--- src/mesm_consts.svh ---
// Constants of the metering engine sample map and status block.
// Assumes inclusion by bare name; holds definitions only.
`ifndef MESM_CONSTS_SVH
`define MESM_CONSTS_SVH

// Engine word addresses seen by the host
`define MESM_ADDR_CFG 8'h20
`define MESM_ADDR_SAG_THRESHOLD 8'h24
`define MESM_ADDR_STATUS 8'h80
`define MESM_ADDR_RAW0 8'h00
`define MESM_ADDR_RAW1 8'h01
`define MESM_ADDR_RAW2 8'h02
`define MESM_ADDR_RAW3 8'h03
`define MESM_ADDR_RAW9 8'h09
`define MESM_ADDR_RAW10 8'h0a

// Raw sample slot indices inside the block
`define MESM_SLOT_IA 3'h0
`define MESM_SLOT_IAN 3'h1
`define MESM_SLOT_IB 3'h2
`define MESM_SLOT_IBN 3'h3
`define MESM_SLOT_VB 3'h4
`define MESM_SLOT_VA 3'h5
`define MESM_SLOT_NONE 3'h7

// Input selector handles of the front end
`define MESM_HANDLE_IAP 4'h0
`define MESM_HANDLE_IAN 4'h1
`define MESM_HANDLE_IBP 4'h2
`define MESM_HANDLE_IBN 4'h3
`define MESM_HANDLE_VB 4'h9
`define MESM_HANDLE_VA 4'ha

// Configuration word fields and reset values
`define MESM_CFG_SAG_SAMPLE_COUNT_LSB 8
`define MESM_CFG_SAG_SAMPLE_COUNT_MSB 19
`define MESM_CFG_SAG_PULSE_BIT 20
`define MESM_CFG_ZERO_CROSS_PHASE_SELECT_LSB 6
`define MESM_CFG_RESET_LOCAL 32'h0030db00
`define MESM_CFG_RESET_REMOTE 32'h00b0db00
`define MESM_SAG_THRESHOLD_RESET 32'h00000000

// Status word fields
`define MESM_ST_SAG_A_BIT 0
`define MESM_ST_SAG_B_BIT 1
`define MESM_ST_F0_BIT 3

// Timing: sample rate in millihertz and the clock rate in hertz
`define MESM_CLK_HZ 64'd250000000
`define MESM_PASS_RATE_MHZ 64'd2520620
`define MESM_PASS_CYCLES ((`MESM_CLK_HZ * 64'd1000) / `MESM_PASS_RATE_MHZ)

`endif

--- src/mesm_pkg.sv ---
// Types shared by the metering engine sample map block.
// Assumes mesm_consts.svh is on the include path.
package mesm_pkg;

    typedef logic [3:0] mesm_handle_t;

    typedef struct packed {
        logic [5:0][31:0] raw;
        logic [31:0] cfg;
        logic [31:0] thr;
        logic [31:0] status;
        logic [1:0][11:0] sag_sample_count;
        logic [1:0] sag;
        logic [31:0] pass_cnt;
        logic pass_done;
        logic [31:0] rdata;
        logic aux;
        mesm_handle_t ib_handle;
        logic ib_handle_ok;
    } mesm_state_s;

endpackage

--- src/mesm_fifo.sv ---
// Sample FIFO with valid/ready on both sides.
// Assumes one clock and an active-low asynchronous reset.
`timescale 1ns/10ps
`default_nettype none
module mesm_fifo #(
    parameter int WIDTH = 37,
    parameter int DEPTH = 32
) (
    input wire logic clk, // Clock
    input wire logic rstn, // Async reset, active low
    input wire logic in_valid, // Source offers a word
    output logic in_ready, // Room for a word, registered
    input wire logic [WIDTH-1:0] in_data, // Word from source
    output logic out_valid, // A word is waiting
    input wire logic out_ready, // Sink takes the word
    output logic [WIDTH-1:0] out_data // Oldest word
);
    localparam int AW = $clog2(DEPTH);

    typedef struct packed {
        logic [DEPTH-1:0][WIDTH-1:0] mem;
        logic [AW-1:0] wptr;
        logic [AW-1:0] rptr;
        logic [AW:0] count;
        logic not_full;
    } mesm_fifo_s;

    mesm_fifo_s st_r;
    mesm_fifo_s st_nxt;
    logic push;
    logic pop;

    assign push = in_valid && st_r.not_full;
    assign pop = out_ready && (st_r.count != '0);

    always_comb
    begin
        st_nxt = st_r;
        if (push)
        begin
            st_nxt.mem[st_r.wptr] = in_data;
            st_nxt.wptr = st_r.wptr + 1'b1;
        end
        if (pop)
        begin
            st_nxt.rptr = st_r.rptr + 1'b1;
        end
        st_nxt.count = st_r.count + {{AW{1'b0}}, push} - {{AW{1'b0}}, pop};
        st_nxt.not_full = (st_nxt.count != DEPTH[AW:0]);
    end

    always_ff @(posedge clk or negedge rstn)
    begin
        if (!rstn)
        begin
            st_r <= '0;
            st_r.not_full <= 1'b1;
        end
        else
        begin
            st_r <= st_nxt;
        end
    end

    assign in_ready = st_r.not_full;
    assign out_valid = (st_r.count != '0);
    assign out_data = st_r.mem[st_r.rptr];
endmodule
`default_nettype wire

--- src/mesm_engine.sv ---
// Engine sample placement, status word and configuration word.
// Assumes the front end delivers samples on clk and the host reads the
// shared engine memory through the word port below.
//
// What this block does
// - Raw front-end samples are readable at engine words 0 to 3, 9 and 10.
// - With channel A differential on, the A pins form one input, handle 0, stored at word 0.
// - With remote off and channel B differential on, B is one input, handle 2, at word 2, word 3 untouched.
// - With remote on, remote samples go to word 2, word 3 is untouched and the B handle is undefined.
// - Voltage A uses handle 10 and word 10, voltage B handle 9 and word 9, with no configuration.
// - The status word sits at 0x80 and shows the flags of the pass just finished.
// - Status bits 31 to 4 and bit 2 always read zero.
// - Status bit 3 is a square wave at the fundamental frequency of the measured input.
// - Status bit 0 sets after voltage A stays below threshold for the sag count and holds until it rises above.
// - Status bit 1 does the same for voltage B.
// - A pass-done pulse is raised at 2520.6 Hz so the host can read the status each pass.
// - The configuration word resets to 0x0030DB00 for local sensors or 0x00B0DB00 for remote ones.
// - Configuration bits 19 to 8 give the consecutive low samples that declare a sag, 219 by default.
// - With configuration bit 20 set, the auxiliary pulse output is active while a sag is detected.
`timescale 1ns/10ps
`default_nettype none
`include "mesm_consts.svh"
module mesm_engine #(
    parameter bit REMOTE_CODE = 1'b0,
    parameter int PASS_CYCLES = int'(`MESM_PASS_CYCLES),
    parameter int FIFO_DEPTH = 32
) (
    input wire logic clk, // 250 MHz clock
    input wire logic rstn, // Async reset, active low
    input wire logic diff_chan_a_enable, // Channel A differential mode
    input wire logic diff_chan_b_enable, // Channel B differential mode
    input wire logic remote_sensor_enable, // Channel B from remote sensor
    input wire logic sample_valid, // Front end offers a sample
    output logic sample_ready, // Room in the FIFO for a sample, registered
    input wire logic [3:0] sample_handle, // Selector handle of the sample
    input wire logic sample_remote, // Sample came over the remote link
    input wire logic [31:0] sample_data, // Signed sample value
    input wire logic [7:0] host_addr, // Engine word address
    input wire logic host_wr, // Word write strobe
    input wire logic host_rd, // Word read strobe
    input wire logic [31:0] host_wdata, // Write data
    output logic [31:0] host_rdata_r, // Read data, one cycle after host_rd
    output logic pass_done_r, // One-cycle pulse at end of each pass
    output logic aux_pulse_output_r, // Sag alarm output
    output logic [3:0] input_selector_handle_r, // Handle in use for channel B
    output logic input_selector_handle_ok_r // Low when the B handle is undefined
);
    localparam int FW = 37;

    mesm_pkg::mesm_state_s st_r;
    mesm_pkg::mesm_state_s st_nxt;
    logic fifo_valid;
    logic fifo_ready;
    logic [FW-1:0] fifo_data;
    logic [3:0] pop_handle;
    logic pop_remote;
    logic [31:0] pop_value;
    logic pass_end;
    logic host_on_raw;
    logic drain;
    logic [2:0] slot;

    function automatic logic [31:0] mag(input logic [31:0] v);
        mag = v[31] ? (~v + 32'h00000001) : v;
    endfunction

    // Where a sample lands; SLOT_NONE leaves every word untouched
    function automatic logic [2:0] place(input logic [3:0] h, input logic rem, input logic da,
                                         input logic db, input logic re);
        place = `MESM_SLOT_NONE;
        if (rem)
        begin
            if (re)
            begin
                place = `MESM_SLOT_IB;
            end
        end
        else
        begin
            unique case (h)
                `MESM_HANDLE_IAP: place = `MESM_SLOT_IA;
                `MESM_HANDLE_IAN: place = da ? `MESM_SLOT_NONE : `MESM_SLOT_IAN;
                `MESM_HANDLE_IBP: place = re ? `MESM_SLOT_NONE : `MESM_SLOT_IB;
                `MESM_HANDLE_IBN: place = (re || db) ? `MESM_SLOT_NONE : `MESM_SLOT_IBN;
                `MESM_HANDLE_VB: place = `MESM_SLOT_VB;
                `MESM_HANDLE_VA: place = `MESM_SLOT_VA;
                default: place = `MESM_SLOT_NONE;
            endcase
        end
    endfunction

    mesm_fifo #(
        .WIDTH(FW),
        .DEPTH(FIFO_DEPTH)
    ) u_fifo (
        .clk(clk),
        .rstn(rstn),
        .in_valid(sample_valid),
        .in_ready(sample_ready),
        .in_data({sample_handle, sample_remote, sample_data}),
        .out_valid(fifo_valid),
        .out_ready(fifo_ready),
        .out_data(fifo_data)
    );

    assign pop_handle = fifo_data[36:33];
    assign pop_remote = fifo_data[32];
    assign pop_value = fifo_data[31:0];
    assign pass_end = (st_r.pass_cnt == 32'(PASS_CYCLES - 1));
    // Host has priority on the shared raw words; the engine waits for as many cycles as the host strobe stays on them
    assign host_on_raw = (host_rd || host_wr) && (host_addr <= `MESM_ADDR_RAW10);
    // No sample is written in the pass-end cycle so all flags see one set of samples
    assign fifo_ready = !pass_end && !host_on_raw;
    assign drain = fifo_valid && fifo_ready;
    assign slot = place(pop_handle, pop_remote, diff_chan_a_enable, diff_chan_b_enable, remote_sensor_enable);

    always_comb
    begin
        logic [11:0] need;
        logic [31:0] v;
        logic [31:0] word;
        logic sel_b;
        need = 12'h000;
        v = 32'h00000000;
        word = 32'h00000000;
        sel_b = 1'b0;
        st_nxt = st_r;
        st_nxt.pass_done = 1'b0;

        // Sample placement
        if (drain && (slot != `MESM_SLOT_NONE))
        begin
            st_nxt.raw[slot] = pop_value;
        end

        // Channel B handle follows the mode bits
        st_nxt.ib_handle_ok = !remote_sensor_enable;
        st_nxt.ib_handle = diff_chan_b_enable ? `MESM_HANDLE_IBP : `MESM_HANDLE_IBN;
        if (remote_sensor_enable)
        begin
            st_nxt.ib_handle = `MESM_HANDLE_IBP;
        end

        // Host writes; raw and status words are read only
        if (host_wr && (host_addr == `MESM_ADDR_CFG))
        begin
            st_nxt.cfg = host_wdata;
        end
        if (host_wr && (host_addr == `MESM_ADDR_SAG_THRESHOLD))
        begin
            st_nxt.thr = host_wdata;
        end

        // Pass timing
        st_nxt.pass_cnt = pass_end ? 32'h00000000 : st_r.pass_cnt + 32'h00000001;
        if (pass_end)
        begin
            need = st_r.cfg[`MESM_CFG_SAG_SAMPLE_COUNT_MSB:`MESM_CFG_SAG_SAMPLE_COUNT_LSB];
            if (need == 12'h000)
            begin
                need = 12'h001;
            end
            for (int p = 0; p < 2; p++)
            begin
                v = mag(st_r.raw[p == 0 ? `MESM_SLOT_VA : `MESM_SLOT_VB]);
                if (v < st_r.thr)
                begin
                    if (st_r.sag_sample_count[p] != 12'hfff)
                    begin
                        st_nxt.sag_sample_count[p] = st_r.sag_sample_count[p] + 12'h001;
                    end
                    if (st_r.sag_sample_count[p] + 12'h001 >= need)
                    begin
                        st_nxt.sag[p] = 1'b1;
                    end
                end
                else
                begin
                    st_nxt.sag_sample_count[p] = 12'h000;
                    if (v > st_r.thr)
                    begin
                        st_nxt.sag[p] = 1'b0;
                    end
                end
            end
            // Sign of the selected voltage: high on positive half cycles
            sel_b = st_r.cfg[`MESM_CFG_ZERO_CROSS_PHASE_SELECT_LSB];
            word = 32'h00000000;
            word[`MESM_ST_SAG_A_BIT] = st_nxt.sag[0];
            word[`MESM_ST_SAG_B_BIT] = st_nxt.sag[1];
            word[`MESM_ST_F0_BIT] = !st_r.raw[sel_b ? `MESM_SLOT_VB : `MESM_SLOT_VA][31];
            st_nxt.status = word;
            st_nxt.pass_done = 1'b1;
        end

        st_nxt.aux = st_r.cfg[`MESM_CFG_SAG_PULSE_BIT] && (st_r.sag != 2'b00);

        // Read port: registered answer, unmapped words read zero
        if (host_rd)
        begin
            unique case (host_addr)
                `MESM_ADDR_RAW0: st_nxt.rdata = st_r.raw[`MESM_SLOT_IA];
                `MESM_ADDR_RAW1: st_nxt.rdata = st_r.raw[`MESM_SLOT_IAN];
                `MESM_ADDR_RAW2: st_nxt.rdata = st_r.raw[`MESM_SLOT_IB];
                `MESM_ADDR_RAW3: st_nxt.rdata = st_r.raw[`MESM_SLOT_IBN];
                `MESM_ADDR_RAW9: st_nxt.rdata = st_r.raw[`MESM_SLOT_VB];
                `MESM_ADDR_RAW10: st_nxt.rdata = st_r.raw[`MESM_SLOT_VA];
                `MESM_ADDR_CFG: st_nxt.rdata = st_r.cfg;
                `MESM_ADDR_SAG_THRESHOLD: st_nxt.rdata = st_r.thr;
                `MESM_ADDR_STATUS: st_nxt.rdata = st_r.status;
                default: st_nxt.rdata = 32'h00000000;
            endcase
        end
    end

    always_ff @(posedge clk or negedge rstn)
    begin
        if (!rstn)
        begin
            st_r <= '0;
            st_r.cfg <= REMOTE_CODE ? `MESM_CFG_RESET_REMOTE : `MESM_CFG_RESET_LOCAL;
            st_r.thr <= `MESM_SAG_THRESHOLD_RESET;
            st_r.ib_handle <= `MESM_HANDLE_IBN;
            st_r.ib_handle_ok <= 1'b1;
        end
        else
        begin
            st_r <= st_nxt;
        end
    end

    assign host_rdata_r = st_r.rdata;
    assign pass_done_r = st_r.pass_done;
    assign aux_pulse_output_r = st_r.aux;
    assign input_selector_handle_r = st_r.ib_handle;
    assign input_selector_handle_ok_r = st_r.ib_handle_ok;
endmodule
`default_nettype wire

--- config.mk ---
export PLATFORM = sky130hd
export DESIGN_NAME = mesm_engine
export DESIGN_NICKNAME = d
export VERILOG_FILES = /design/src/mesm_pkg.sv /design/src/mesm_fifo.sv /design/src/mesm_engine.sv
export VERILOG_INCLUDE_DIRS = /design/src
export SDC_FILE = /design/constraint.sdc
export NUM_CORES = 2
export LEC_CHECK = 0
export BUFFER_PORTS_ARGS = -buffer_cell sky130_fd_sc_hd__buf_4
export CAP_MARGIN = 20
export CORE_MARGIN = 5
export CORE_UTILIZATION = 55
export DETAILED_ROUTE_END_ITERATION = 16
export GPL_ROUTABILITY_DRIVEN = 0
export HOLD_SLACK_MARGIN = 0.05
export PLACE_DENSITY = 0.78
export SYNTH_ARGS = -nofsm -noshare
export SYNTH_HDL_FRONTEND = slang
export SYNTH_SLANG_ARGS = --single-unit
--- constraint.sdc ---
create_clock -name clk -period 6.7 [get_ports clk]
set_input_delay 0.335 -clock clk [delete_from_list [all_inputs] [get_ports clk]]
set_output_delay 0.335 -clock clk [all_outputs]
set_load 0.02 [all_outputs]
==> impl_metrics.json <==
{
  "status": "finished clean",
  "arrival_ps": 6650,
  "whs_ps": 114,
  "grt_use_total_pct": 26.6,
  "final_core_util_pct": 61.5,
  "seq_area_frac_synth_pct": 52.7,
  "dieHeight_um": 376,
  "vdd_ir_drop_max_mv": 0.496,
  "post-dp-hpwl_um": 106000,
  "ios": 125,
  "grt_max_degree": 180,
  "ys.warnings.count": 0,
  "maxSlewHeadroom_pct": 19.8,
  "drive_above_1_share_pct": 45.4,
  "clock_skew_ps": 22.3,
  "start_util_pct": 55.3,
  "clk_latency_ps": 790,
  "setup_viol": 0,
  "powerDensity_nw_per_um2": 475,
  "end_kind": "register",
  "syn_avg_cell_area_um2": 14.7,
  "numCtsBuffers": 159,
  "multi_input_area_um2": 32800,
  "synthArstFlopShare_pct": 100,
  "fin_nets": 5191,
  "synth-simple-area-share_pct": 3.03,
  "power_frac_comb_pct": 38.3,
  "swShare_pct": 33.0,
  "cts.sinks": 1552,
  "hp-class": "in2reg",
  "synth_edf_count": 0,
  "syn-cell-area_um2": 73700,
  "tritoncts": "built",
  "syn_inst": 4999,
  "rsz0062_at_grt": "no",
  "cp_max_fo": 10,
  "clock_path_buffers": 3,
  "yosys.area_share.adder_pct": 1.84,
  "ys_seq_elements": 1552,
  "synthMuxAreaShare_pct": 34.5,
  "cts_resized": 0,
  "cts.clk_slew.worst_paths_ps": 60,
  "grt_pass1_wl_um": 289000,
  "internal_power_mw": 26.1,
  "ant_nets": 0,
  "ys.flop_type": "dfrtp_1",
  "synth_top_family_by_area": "multiplexers",
  "period_needed_ps": 5920,
  "drc": 0,
  "vias": 44000,
  "worst-setup-path-type": "reg2reg",
  "ctsHtreeMaxLevel": 4,
  "die-area_um2": 141000,
  "worst_slew_pin_slew_ps": 1200,
  "cp-start-kind": "register",
  "drtPass1Iterations": 7,
  "power_frac_clock_pct": 23.2,
  "antenna_found_initial": 7,
  "routedWlPerCell_um": 27.1,
  "globalRouteOverflowTotal": 0,
  "core_um2": 133000,
  "syn2layout_area_growth_pct": 11.3,
  "p_leak_nw": 37.4,
  "regArea_um2": 38900,
  "fin_crit_sh_pct": 88.4,
  "synth_top_area_share_pct": 52.3,
  "fill_cells": 9643,
  "synth_xor_area_share_pct": 1.43,
  "drtIter0Drc": 3621,
  "slew_violations": 0,
  "die_w_um": 376,
  "hold_violations": 0,
  "rows": 134,
  "viasPerCell": 6.38,
  "portBuffers": 121,
  "fin_tns_setup_ps": 0,
  "max_cap_viol_count": 0,
  "design_area_um2": 82000,
  "finalPower_mw": 38.9,
  "required_ps": 7430,
  "cts-root-buf": "clkbuf_16",
  "seqPwrFrac_pct": 38.4,
  "placed_area_um2": 75800,
  "grt_pass1_vias": 46600,
  "synth.largest_area_cell": "dfrtp_1",
  "ys_top_cells_by_area": "dfrtp_1 52%, mux2_2 22%, mux4_2 11%",
  "fmaxAchievable_ghz": 0.169,
  "wl_um": 187000,
  "synth_compound_area_share_pct": 3.33,
  "synth_cell_types": 76,
  "p_switching_mw": 12.8
}
[layout by cell type, fill, tap and decap left out, types with 18 or more instances in the layout]
cell type      netlist  routed
dfrtp_1           1541    1536
mux2_2            1436    1436
mux4_2             346     346
buf_4               40     173
clkbuf_16            0     162
inv_1              111     111
ha_1               107     107
xnor2_1             94      94
mux2i_1             87      87
nand2_1             97      81
dlygate4sd3_1        0      74
a22o_1              67      67
o22ai_1             64      64
nor3_1              52      51
clkbuf_8             0      50
nor2_1              63      46
nand3_1             47      45
o21ai_0             44      44
a21o_1              34      34
nand4_1             32      32
clkbuf_1           309      32
a21oi_1             30      30
mux2_4              30      30
xor2_1              26      26
and3_1              24      24
clkinv_2             0      24
o31ai_1             23      23
nor4_1              18      18
[registers in the layout, summed over array words and instances (netlist names)]
register / cells
u_fifo.st_r: 1200
host_rdata_r: 32
aux_pulse_output_r: 1
st_r: 315
pass_done_r: 1
input_selector_handle_r: 1
u_fifo.in_ready: 1
input_selector_handle_ok_r: 1
[power groups by stage]
stage	combinational, mW	sequential [mW]	clock [mW]
2_1_floorplan	11.7	14.0	0
3_5_place_dp	14.8	15.0	0
4_1_cts	14.9	14.9	9.16
5_1_grt	16.0	15.3	9.55
3_3_place_gp	14.4	14.8	0
6_report	14.9	15.0	9.05
[Yosys cell counts (6+ instances only)]
| cell | number |
|---|---|
| clkbuf_1 | 309 |
| a21o_1 | 34 |
| nor3_1 | 52 |
| o21ai_0 | 44 |
| mux2_1 | 13 |
| o21a_1 | 10 |
| nand2_1 | 97 |
| or4_1 | 13 |
| a21oi_1 | 30 |
| nand4_1 | 32 |
| o31ai_1 | 23 |
| buf_4 | 40 |
| nand3_1 | 47 |
| or3_1 | 12 |
| xnor2_1 | 94 |
| nor2b_1 | 12 |
| buf_1 | 25 |
| buf_2 | 37 |
| dfrtp_1 | 1541 |
| and2_1 | 6 |
| o41ai_1 | 9 |
| mux2i_1 | 87 |
| mux2_2 | 1436 |
| a31oi_1 | 8 |
| ha_1 | 107 |
| a22oi_1 | 15 |
| xor2_1 | 26 |
| nand2b_1 | 16 |
| a211oi_1 | 7 |
| mux2_4 | 30 |
| buf_6 | 14 |
| inv_1 | 111 |
| o22ai_1 | 64 |
| a22o_1 | 67 |
| nor2_1 | 63 |
| and3_1 | 24 |
| dfstp_2 | 11 |
| nor4_1 | 18 |
| mux4_2 | 346 |
[cell families (layout without fill, tap and decap cells)]
logic type | after synthesis | after routing
simple gates | 424 | 424
compound gates | 345 | 345
flops | 1552 | 1552
buf+inv | 536 | 662
fa+ha+maj | 108 | 108
mux | 1912 | 1912
other cells | 2 | 9
xor+xnor | 120 | 120
[area by class of cell]
cell class                      count  share of cell area [%]
Tap cell                         1768                    2.70
Inverter                          111                   0.508
Multi-Input combinational cell   2912                    40.0
Clock inverter                     45                   0.636
Timing Repair Buffer              262                    2.79
Antenna cell                        6                  0.0183
Sequential cell                  1552                    47.4
Clock buffer                      244                    5.93
[metal layers]
layer,vias up,part of all wire (%),track usage (%)
li1,18600,-,-
met1,23700,41,36.2
met2,1408,49,43.7
met3,390,6.1,4.88
met4,6,3.4,8.95
met5,-,0.022,0
[path summary, 6_finish.rpt]
| check | from | to | slack (ps) | cells after the start |
|---|---|---|---|---|
| max | st_r[365]$_DFFE_PN0P_ | st_r[80]$_DFFE_PN0P_ | 780 | 17 |
| min | host_wr | st_r[162]$_DFFE_PN0P_ | 110 | 3 |
| max reg2reg | st_r[365]$_DFFE_PN0P_ | st_r[80]$_DFFE_PN0P_ | 780 | 17 |
| min reg2reg | st_r[246]$_DFFE_PN0P_ | st_r[246]$_DFFE_PN0P_ | 490 | 1 |
| max in group asynchronous | rstn | st_r[343]$_DFFE_PN0P_ | 4780 | 4 |
| min in group asynchronous | rstn | st_r[60]$_DFF_PN0_ | 170 | 2 |
[repair_timing]
action                                  in CTS  in global routing
endpoints found under the setup margin       0                  0
buffers inserted                             0                  0
hold endpoints to repair                  1324                  0
hold buffers                                74                  0
[worst max-delay path, stage by stage (launching register included)]
cell	delay (ps)
dfrtp_1	420
or4_1	640
or4_1	480
or3_1	360
or3_1	360
nand2b_1	260
o31ai_1	290
xnor2_1	160
ha_1	270
a21o_1	160
a21o_1	170
a21o_1	170
a21o_1	180
a211oi_1	270
o32a_1	170
nand2_1	260
nor4b_2	960
a31o_2	270
[stage by stage]
step / worst slack [ps] / instances
final: 778 / 6900
after floorplan: 1710 / 5000
after global placement: 1050 / 6526
after CTS: 939 / 6889
after global routing: 519 / 6895
after detailed placement: 979 / 6526
No activity file was read; power rests on OpenSTA's default activity.
